`config.mk`:
```
export PLATFORM = sky130hd
export DESIGN_NAME = msc_modem_ctrl
export DESIGN_NICKNAME = d
export VERILOG_FILES = /design/src/msc_pkg.sv /design/src/msc_modem_ctrl.sv
export SDC_FILE = /design/constraint.sdc
export NUM_CORES = 1
export LEC_CHECK = 0
export ABC_CLOCK_PERIOD_IN_PS = 1850
export BUFFER_PORTS_ARGS = -buffer_cell sky130_fd_sc_hd__buf_2
export CORE_MARGIN = 3
export CORE_UTILIZATION = 49
export DETAILED_ROUTE_END_ITERATION = 6
export MAX_ROUTING_LAYER = met4
export PLACE_DENSITY = 0.75
export REMOVE_ABC_BUFFERS = 1
export SKIP_CTS_REPAIR_TIMING = 1
export SYNTH_ARGS = -nofsm -noshare
export SYNTH_HDL_FRONTEND = slang
export SYNTH_SLANG_ARGS = --single-unit
```
`constraint.sdc`:
```
create_clock -name core_clk -period 1.85 [get_ports core_clk]
set_input_delay 0 -clock core_clk [delete_from_list [all_inputs] [get_ports core_clk]]
set_output_delay 0 -clock core_clk [all_outputs]
set_load 0.01 [all_outputs]
```
`src/msc_pkg.sv`:
```
// Package with register map, field positions and timing for modem line control
package msc_pkg;
  // ==========================================================
  // Register offsets (buffer memory word addresses)
  localparam logic [9:0] MSC_CH1_FORCE_OFS  = 10'h092;
  localparam logic [9:0] MSC_CH2_FORCE_OFS  = 10'h132;
  localparam logic [9:0] MSC_CH1_STATUS_OFS = 10'h254;
  localparam logic [9:0] MSC_CH2_STATUS_OFS = 10'h264;
  // ==========================================================
  // Status word bit positions
  localparam int MSC_ST_RTS = 0;
  localparam int MSC_ST_DSR = 1;
  localparam int MSC_ST_DTR = 2;
  localparam int MSC_ST_CD  = 3;
  localparam int MSC_ST_CTS = 4;
  localparam int MSC_ST_RI  = 5;
  // Designation word bit positions
  localparam int MSC_FD_RTS = 0;
  localparam int MSC_FD_DTR = 1;
  // ==========================================================
  // Reset values
  localparam logic [15:0] MSC_FORCE_RST  = 16'h0003;
  localparam logic [15:0] MSC_STATUS_RST = 16'h0000;
  // ==========================================================
  // Timing: reflection lag lies within 0 to 20 ms
  localparam int MSC_CLK_HZ       = 10000000;
  localparam int MSC_LAG_MAX_MS   = 20;
  localparam int MSC_TICK_US      = 1000;
  localparam int MSC_TICK_CYCLES  = MSC_CLK_HZ / 1000000 * MSC_TICK_US;
  localparam int MSC_LAG_TICKS    = MSC_LAG_MAX_MS * 1000 / MSC_TICK_US;
  // ==========================================================
  // Functional protocol numbers for line designation
  localparam logic [7:0] MSC_PROTO_RTS_ON  = 8'hCC;
  localparam logic [7:0] MSC_PROTO_RTS_OFF = 8'hCD;
  localparam logic [7:0] MSC_PROTO_DTR_ON  = 8'hCE;
  localparam logic [7:0] MSC_PROTO_DTR_OFF = 8'hCF;
endpackage

```
`src/msc_modem_ctrl.sv`:
```
// Two-channel RS-232 modem line monitor and RTS/DTR override
`timescale 1ns/1ps
// Overview of operation
// - Per channel read-only status word: RTS,DSR,DTR,CD,CTS,RI in bits 0-5.
// - By default RTS and DTR follow their designation bits, both ON after reset.
// - Designation bits force RTS/DTR unless an override applies.
// - Half-duplex or modem timing control keeps RTS under device control.
// - DTR/DSR flow control or modem data keeps DTR under device control.
// - New designated level reaches the line within 0 to 20 ms.
// - Protocols 204 to 207 set or clear the matching designation bit.
// - Without modem timing control, full duplex: RTS is the designation bit ANDed with ready flag; half duplex: RTS while sending.
// - Without DTR/DSR flow control or modem data, DTR follows its designation bit.
module msc_modem_ctrl (
  input  wire logic       core_clk,
  input  wire logic       rst_n,
  // Buffer memory port
  input  wire logic [9:0] bm_addr,
  input  wire logic       bm_wr,
  input  wire logic       bm_rd,
  input  wire logic [15:0] bm_wdata,
  output logic      [15:0] bm_rdata,
  // Protocol execution request
  input  wire logic       protocol_execute_instruction,
  input  wire logic       proto_ch,
  input  wire logic [7:0] proto_num,
  // Device state
  input  wire logic       module_ready_flag,
  input  wire logic [1:0] half_duplex,
  input  wire logic [1:0] modem_rts_ctrl,
  input  wire logic [1:0] modem_dtr_ctrl,
  input  wire logic [1:0] dtr_flow_en,
  input  wire logic [1:0] tx_active,
  input  wire logic [1:0] rx_space_ok,
  input  wire logic [1:0] modem_rts_level,
  input  wire logic [1:0] modem_dtr_level,
  // RS-232 pins
  input  wire logic [1:0] dsr_pin,
  input  wire logic [1:0] cd_pin,
  input  wire logic [1:0] cts_pin,
  input  wire logic [1:0] ri_pin,
  output logic      [1:0] rts_pin,
  output logic      [1:0] dtr_pin
);
  import msc_pkg::*;

  // ==========================================================
  // Millisecond tick divider shared by both channels
  // A designation takes effect on the next tick, so the line lags a
  // software write by at most one millisecond and one clock, inside the 20 ms limit.
  logic [15:0] div_reg;
  wire         tick_ms = (div_reg == 16'(MSC_TICK_CYCLES - 1));

  always_ff @(posedge core_clk or negedge rst_n) begin
    if (!rst_n)
      div_reg <= 16'h0000;
    else if (tick_ms)
      div_reg <= 16'h0000;
    else
      div_reg <= div_reg + 16'h0001;
  end

  // ==========================================================
  // Decode helpers shared by the bus and both channels
  function automatic logic addr_hit(input logic [9:0] a,
                                    input logic [9:0] ofs);
    return a == ofs;
  endfunction

  // Protocol commands patch one bit; other numbers leave the word alone
  function automatic logic [15:0] proto_patch(input logic [15:0] w,
                                              input logic [7:0]  num);
    logic [15:0] r;
    r = w;
    case (num)
      MSC_PROTO_RTS_ON:  r[MSC_FD_RTS] = 1'b1;
      MSC_PROTO_RTS_OFF: r[MSC_FD_RTS] = 1'b0;
      MSC_PROTO_DTR_ON:  r[MSC_FD_DTR] = 1'b1;
      MSC_PROTO_DTR_OFF: r[MSC_FD_DTR] = 1'b0;
      default:           r = w;
    endcase
    return r;
  endfunction

  // ==========================================================
  // Per channel logic
  logic [15:0] force_reg  [2];
  logic [15:0] status_reg [2];
  // Offsets as arrays so the channel loop can index them
  logic [9:0]  force_ofs  [2];
  logic [9:0]  status_ofs [2];
  assign force_ofs[0]  = MSC_CH1_FORCE_OFS;
  assign force_ofs[1]  = MSC_CH2_FORCE_OFS;
  assign status_ofs[0] = MSC_CH1_STATUS_OFS;
  assign status_ofs[1] = MSC_CH2_STATUS_OFS;

  genvar g;
  generate
    for (g = 0; g < 2; g++) begin : gen_ch
      logic [3:0]  in_s1_reg;
      logic [3:0]  in_s2_reg;
      logic [1:0]  applied_reg;
      logic [15:0] force_next;
      logic [15:0] status_next;
      logic        rts_own;
      logic        dtr_own;
      logic        rts_auto;
      logic        dtr_auto;
      logic        rts_next;
      logic        dtr_next;

      wire wr_hit = bm_wr && addr_hit(bm_addr, force_ofs[g]);
      wire pr_hit = protocol_execute_instruction && (proto_ch == 1'(g));

      // ====================================================
      // Designation word; a protocol wins over a same-cycle write
      always_comb begin
        force_next = wr_hit ? bm_wdata : force_reg[g];
        if (pr_hit)
          force_next = proto_patch(force_next, proto_num);
      end

      always_ff @(posedge core_clk or negedge rst_n) begin
        if (!rst_n)
          force_reg[g] <= MSC_FORCE_RST;
        else
          force_reg[g] <= force_next;
      end

      // ====================================================
      // Designation reaches the line driver at the next tick
      always_ff @(posedge core_clk or negedge rst_n) begin
        if (!rst_n)
          applied_reg <= MSC_FORCE_RST[1:0];
        else if (tick_ms)
          applied_reg <= {force_reg[g][MSC_FD_DTR],
                          force_reg[g][MSC_FD_RTS]};
      end

      // ====================================================
      // Line ownership
      // Half duplex or modem timing takes RTS from software; flow
      // control or modem data exchange takes DTR from software
      assign rts_own  = half_duplex[g] || modem_rts_ctrl[g];
      assign dtr_own  = dtr_flow_en[g] || modem_dtr_ctrl[g];
      assign rts_auto = modem_rts_ctrl[g] ? modem_rts_level[g] :
                        half_duplex[g] ? tx_active[g] :
                        module_ready_flag;
      assign dtr_auto = modem_dtr_ctrl[g] ? modem_dtr_level[g] :
                        dtr_flow_en[g] ? rx_space_ok[g] : 1'b1;
      // Unowned lines follow the applied designation; RTS is still gated
      // by ready so a forced ON never announces a module that cannot send
      assign rts_next = rts_own ? rts_auto
                                : (applied_reg[0] & module_ready_flag);
      assign dtr_next = dtr_own ? dtr_auto : applied_reg[1];

      // ====================================================
      // Two-flop synchroniser for the incoming lines
      always_ff @(posedge core_clk or negedge rst_n) begin
        if (!rst_n) begin
          in_s1_reg <= 4'h0;
          in_s2_reg <= 4'h0;
        end else begin
          in_s1_reg <= {ri_pin[g], cts_pin[g], cd_pin[g], dsr_pin[g]};
          in_s2_reg <= in_s1_reg;
        end
      end

      // Registered line drivers
      always_ff @(posedge core_clk or negedge rst_n) begin
        if (!rst_n) begin
          rts_pin[g] <= 1'b0;
          dtr_pin[g] <= 1'b0;
        end else begin
          rts_pin[g] <= rts_next;
          dtr_pin[g] <= dtr_next;
        end
      end

      // ====================================================
      // Live status word; bits 6 to 15 stay zero
      // Driven lines are reported as driven, inputs after synchronising
      always_comb begin
        status_next = MSC_STATUS_RST;
        status_next[MSC_ST_RTS] = rts_pin[g];
        status_next[MSC_ST_DSR] = in_s2_reg[0];
        status_next[MSC_ST_DTR] = dtr_pin[g];
        status_next[MSC_ST_CD]  = in_s2_reg[1];
        status_next[MSC_ST_CTS] = in_s2_reg[2];
        status_next[MSC_ST_RI]  = in_s2_reg[3];
      end

      always_ff @(posedge core_clk or negedge rst_n) begin
        if (!rst_n)
          status_reg[g] <= MSC_STATUS_RST;
        else
          status_reg[g] <= status_next;
      end
    end
  endgenerate

  // ==========================================================
  // Read data path, registered; unmapped addresses read zero
  // Reads are registered so bm_rdata stands until the next read strobe
  wire        rd_f1  = addr_hit(bm_addr, force_ofs[0]);
  wire        rd_f2  = addr_hit(bm_addr, force_ofs[1]);
  wire        rd_s1  = addr_hit(bm_addr, status_ofs[0]);
  wire        rd_s2  = addr_hit(bm_addr, status_ofs[1]);
  wire [15:0] rd_mux = rd_f1 ? force_reg[0]  :
                       rd_f2 ? force_reg[1]  :
                       rd_s1 ? status_reg[0] :
                       rd_s2 ? status_reg[1] : 16'h0000;

  always_ff @(posedge core_clk or negedge rst_n) begin
    if (!rst_n)
      bm_rdata <= 16'h0000;
    else if (bm_rd)
      bm_rdata <= rd_mux;
  end
endmodule

```
Word-level counts from Yosys, hierarchy flattened:

Cells that the tools add are included.

* add/subtract/negate cells: 1
* multiply operators: 0
* div/mod/pow operators: 0
* magnitude comparators: 0
* equal/unequal tests: 9
* shift-type cells: 0
* multiplexer cells: 25
* bitwise operators: 3
* reductions and logical operators: 8

Operators by type and width (number)
* two-way mux 16 bit: 5
* == test 8 bit (second input constant): 4
* == test 10 bit (second input constant): 2
* adder 16 x 1 -> 16 bit (second input constant): 1
* == test 16 x 14 -> 1 bit (second input constant): 1
* two-way mux 1 bit: 12
* two-way mux 6 bit: 2
* == test 10 x 8 -> 1 bit (second input constant): 1
* == test 10 x 9 -> 1 bit (second input constant): 1
* one-hot mux 1 bit (2 select lines): 4
* logical AND 1 bit: 4
* logical OR 1 bit: 4
* two-way mux 2 bit: 2
* bitwise AND 1 bit: 2
* inverter 1 bit: 1

* register bits after elaboration: 100
* bits in latches: 0
* bits in writable memories: 0
* ROM bits: 0
* input bits: 65
* output and inout bits: 20
* logic and storage cells: 62
* memories: 0

Longest topological paths before layout:

* word-level depth: 5
* gate-level depth with buffers: 7
* depth with buffers taken out: 5

Worst setup path before layout:

OpenSTA, ideal clock, no wires.

* kind: reg2reg
* start: register div_reg[5]
* end: register gen_ch[0].applied_reg[0]
* setup time: 0.082 ns
* arrival: 1.938 ns
* data required time: 1.768 ns
* path slack: -0.170 ns
* cell stages (with the launch flop): 5
* buffers on the path: 1
* period minus slack after synthesis: 2.020 ns
* path through: dfrtp_1 > or4b_2 > nor4_2 > buf_4 > mux2_2

* word-level cells in the longest chain between the ends: 1

Ends and longest elaborated chain
* start: declaration: RTL line msc_modem_ctrl.sv:50 `logic [15:0] div_reg;`
* start signal: assignment: RTL line msc_modem_ctrl.sv:59 `div_reg <= div_reg + 16'h0001;`
* == test 16 x 14 -> 1 bit: RTL line msc_modem_ctrl.sv:51 `wire tick_ms = (div_reg == 16'(MSC_TICK_CYCLES - 1));`
* end signal: assignment: RTL line msc_modem_ctrl.sv:133 `applied_reg <= MSC_FORCE_RST[1:0];`
* end signal: assignment: RTL line msc_modem_ctrl.sv:135 `applied_reg <= {force_reg[g][MSC_FD_DTR],`
* end: declaration: RTL line msc_modem_ctrl.sv:101 `logic [1:0] applied_reg;`

Every way passes these cells.
A chain may end at the register's enable or synchronous reset.

Final worst setup path:

* start: input bm_addr[3]
* end: register force_reg[1] (netlist name)

* word-level cells in the longest chain between the ends: 5

Ends and longest elaborated chain
* start: declaration: RTL line msc_modem_ctrl.sv:17 `input wire logic [9:0] bm_addr,`
* == test 10 x 9 -> 1 bit *: RTL line msc_modem_ctrl.sv:66 `return a == ofs;`
* logical AND 1 bit *: RTL line msc_modem_ctrl.sv:111 `wire wr_hit = bm_wr && addr_hit(bm_addr, force_ofs[g]);`
* two-way mux 16 bit *: RTL line msc_modem_ctrl.sv:117 `force_next = wr_hit ? bm_wdata : force_reg[g];`
* one-hot mux 1 bit (2 select lines): RTL line msc_modem_ctrl.sv:74 `case (num)`
* two-way mux 2 bit *: RTL line msc_modem_ctrl.sv:118 `if (pr_hit)`
* named net gen_ch[1].force_next[1]: RTL line msc_modem_ctrl.sv:102 `logic [15:0] force_next;`
* end signal: indexed assignment: RTL line msc_modem_ctrl.sv:126 `force_reg[g] <= force_next;`
* end: declaration: RTL line msc_modem_ctrl.sv:86 `logic [15:0] force_reg [2];`

The timed path passes the listed nets; every way through them passes the cells marked *.

==> summary.md <==
| Metric | Value |
|---|---|
| Status | complete, but fails checks |
| Failing checks | hold timing |
| Crit Path Class | in -> reg |
| Initial DRC count | 128 |
| Register area share after synthesis | 62.5% |
| Hpwl dp | 6290 um |
| Final-report setup violation count | 0 |
| Max Freq | 0.550 GHz |
| Clock skew | 0.0134 ns |
| Worst setup startpoint | bm_addr[3] |
| Hold/Removal Path Class | in -> reg |
| Post-synthesis compound-gate area fraction | 8.69% |
| Worst-Margin Slew | 0.485 ns |
| Layout cells sized above 1 | 36.0% |
| Post-synth ARST share | 100% |
| First-pass GRT wire length | 14,100 um |
| Critical Path RT | 2.15 ns |
| Xor/xnor share of the synthesized area | 2.83% |
| Worst hold margin | -0.0215 ns |
| Yosys cell types | 42 |
| TritonCTS sink count | 100 |
| Ys flop type | dfrtp_1 |
| Initial antenna violation count | 0 |
| Synthesized flop and latch total | 100 |
| Pin count of the biggest net entering global routing | 55 |
| Area grow syn2layout | 30.3% |
| Final ANT Viol Nets | 0 |
| IO Port Bufs | 84 |
| Leak | 2.51 nW |
| # IOs | 85 |
| Clk slew on worst S/H paths | 0.10 ns |
| Total CTS buffers | 9 |
| H-Tree Depth | 3 |
| Post-synthesis simple-gate area fraction | 12.7% |
| Gate Count Post-Synth | 311 |
| Final Net Count | 516 |
| Non-filler cells, final | 557 |
| Die Wd | 96.6 um |
| Congestion Overflow GR | 0 |
| Initial core utilization | 51.2% |
| Yosys warns | 0 |
| Total GRT Usage | 20.8% |
| Reg2reg end | gen_ch[1].applied_reg[0] |
| Max-slew headroom | 67.3% |
| Largest family of logic cells by synthesized area | simple AND/OR/NAND/NOR gates |
| CP Cell Sequence | buf_2 -> or3_1 -> or4_4 -> a22oi_1 -> mux2i_1 -> dlygate4sd3_1 |
| Top delay family on crit path | simple AND/OR/NAND/NOR gates |
| Endpoints failing hold | 1 |
| Crit path depth | 6 |
| DR vias | 2,978 |
| Dpl cell area | 4640 sq um |
| GPL Wtd Cong | 0.876 |
| Fin crit period | 1.82 ns |
| Final Max Tran Viols | 0 |
| Final instance area | 5240 sq um |
| VDD IR max | 0.000429 V |
| Clock latency on the worst-skew pair | 0.37 ns |
| CP max stage delay | 0.70 ns |
| Max reg flops | 32 |
| Worst reg-to-reg path cell count | 6 |
| Row count | 32 |
| DR vias/cell | 5.35 |
| Die area | 9320 sq um |
| Arr. time, crit path | 2.12 ns |
| Period utilization | 98.2% |
| Ant. Diodes | 0 |
| Wire length per cell | 16.2 um |
| Critical Path End | force_reg[1] |
| Number of max-cap violations | 0 |
| Drt pass-1 iters | 4 |
| # DRC | 0 |
| Routed wire length | 9000 um |
| Pwr/cell area | 774 nW/um^2 |
| Endpoint type of the worst setup path | register |
| Syn avg cell area | 12.9 sq um |
| Multiplexer share of the synthesized area | 11.0% |
| Vias in the first global route | 2,886 |
| Core area | 7850 sq um |
| Reg2reg setup slack | 0.11 ns |
| CTS Buffer Depth | 2 |
| TritonCTS clock tree | built |
| Fillcell total | 587 |
| Crit Path Max Fanout | 16 |
| Post-synthesis adder-cell area fraction | 0.311% |
| Die H | 96.6 um |
| Critical Path Start Type | input port |
| RSZ-0062 raised after global routing | false |
| WP buf/inv | 2 |
| Crit Reg-Reg Startpoint | div_reg[0] |
| Commonest non-fill, non-tap cell in the layout | dfrtp_1 |
| Commonest non-fill, non-tap cells in the layout | 92 x dfrtp_1, 83 x buf_2, 37 x dlygate4sd3_1 |
| Placed Cells incl. Taps | 504 |
| CTS root buf | clkbuf_8 |
| Max stage delay cell, worst path | or4_4 |
| Number of synthesized flops with an enable pin | 0 |
| Post-synthesis instance area | 4020 sq um |
[synthesized netlist by cell type, types with 2 or more instances]
cell type	count	area, sq um
xnor2_1	9	78.8
nand4bb_1	2	22.5
nor2_1	25	93.8
nand2_1	10	37.5
a22oi_1	19	143
and3_1	8	50.1
nand4_1	5	31.3
mux2_2	24	270
nor3_1	7	35.0
o22ai_1	5	31.3
mux2_4	8	120
nand2b_1	5	31.3
mux2i_1	5	50.1
inv_1	2	7.51
nor2b_1	3	18.8
dfstp_2	8	210
a21oi_1	25	125
clkbuf_1	6	22.5
nand3_1	10	50.1
o21ai_0	5	25.0
dfrtp_1	92	2300
nand3b_1	3	22.5
xor2_1	4	35.0
or3_1	2	12.5
buf_6	2	22.5
[how the worst min path moves through the flow]
stage | depth (start not counted) | slack [ns] | to | startpoint
finish | 4 | -0.02 | bm_rdata[0] | bm_addr[3]
global route | 4 | 0.008 | bm_rdata[0] | bm_addr[3]
CTS | 1 | -0.49 | bm_rdata[9] | rst_n
detailed placement | 1 | -0.08 | bm_rdata[9] | rst_n
global placement | 1 | -0.08 | force_reg[9] | rst_n
floorplan | 0 | -0.30 | bm_rdata[0] | rst_n
[report_power, final]
group	switching (mW)	internal (mW)	leakage, nW	total, mW
logic	0.167	0.179	1.15	0.346
registers	0.0387	2.27	1.26	2.31
clock network	0.851	0.548	0.106	1.40
total	1.06	2.99	2.51	4.05
[cell type report]
cell class                 count  area [sq um]  area share [%]
inverter                       2          7.51           0.143
timing repair buffer         138           933            17.8
multi-input combinational    199          1440            27.6
clock inverter                 7          88.8            1.70
sequential                   100          2510            48.0
tap                          102           128            2.44
clock buffer                   9           124            2.37
[cell families after synthesis]
kind of cell,count (synthesis)
AND/OR/NAND/NOR,91
XOR/XNOR,13
buffers and inverters,12
multiplexers,37
flip-flops,100
AO/OA/AOI/OAI,57
adder cells (fa/ha/maj),1
[routing by layer]
| metal | part of all wire (%) | track usage (%) | up-vias | wire length, um |
|---|---|---|---|---|
| li1 | - | - | 1402 | - |
| met1 | 41 | 25.8 | 1468 | 3730 |
| met2 | 50 | 32.8 | 94 | 4530 |
| met3 | 6.6 | 6.51 | 14 | 595 |
| met4 | 1.6 | 6.43 | 0 | 140 |
| met5 | 0 | - | - | 0 |
[through the flow]
step	util (%)	power, mW	setup TNS [ns]	setup WS, ns
2_1_floorplan	-	2.43	-2.88	-0.401
4_1_cts	61.8	4.03	-0.173	-0.0584
5_1_grt	66.7	4.24	0	0.000530
6_report	66.7	4.05	0	0.0334
3_3_place_gp	59.1	2.62	-0.116	-0.0381
3_5_place_dp	59.1	2.63	-0.119	-0.0455
[worst register-to-register path, delay by kind of cell (launching register included)]
| family | cells | cell delay [ns] |
|---|---|---|
| flops | 1 | 0.39 |
| fa+ha+maj | 1 | 0.21 |
| simple gates | 3 | 0.58 |
| mux | 1 | 0.32 |
| buf+inv | 1 | 0.18 |
Power figures use the tool's default switching activity.
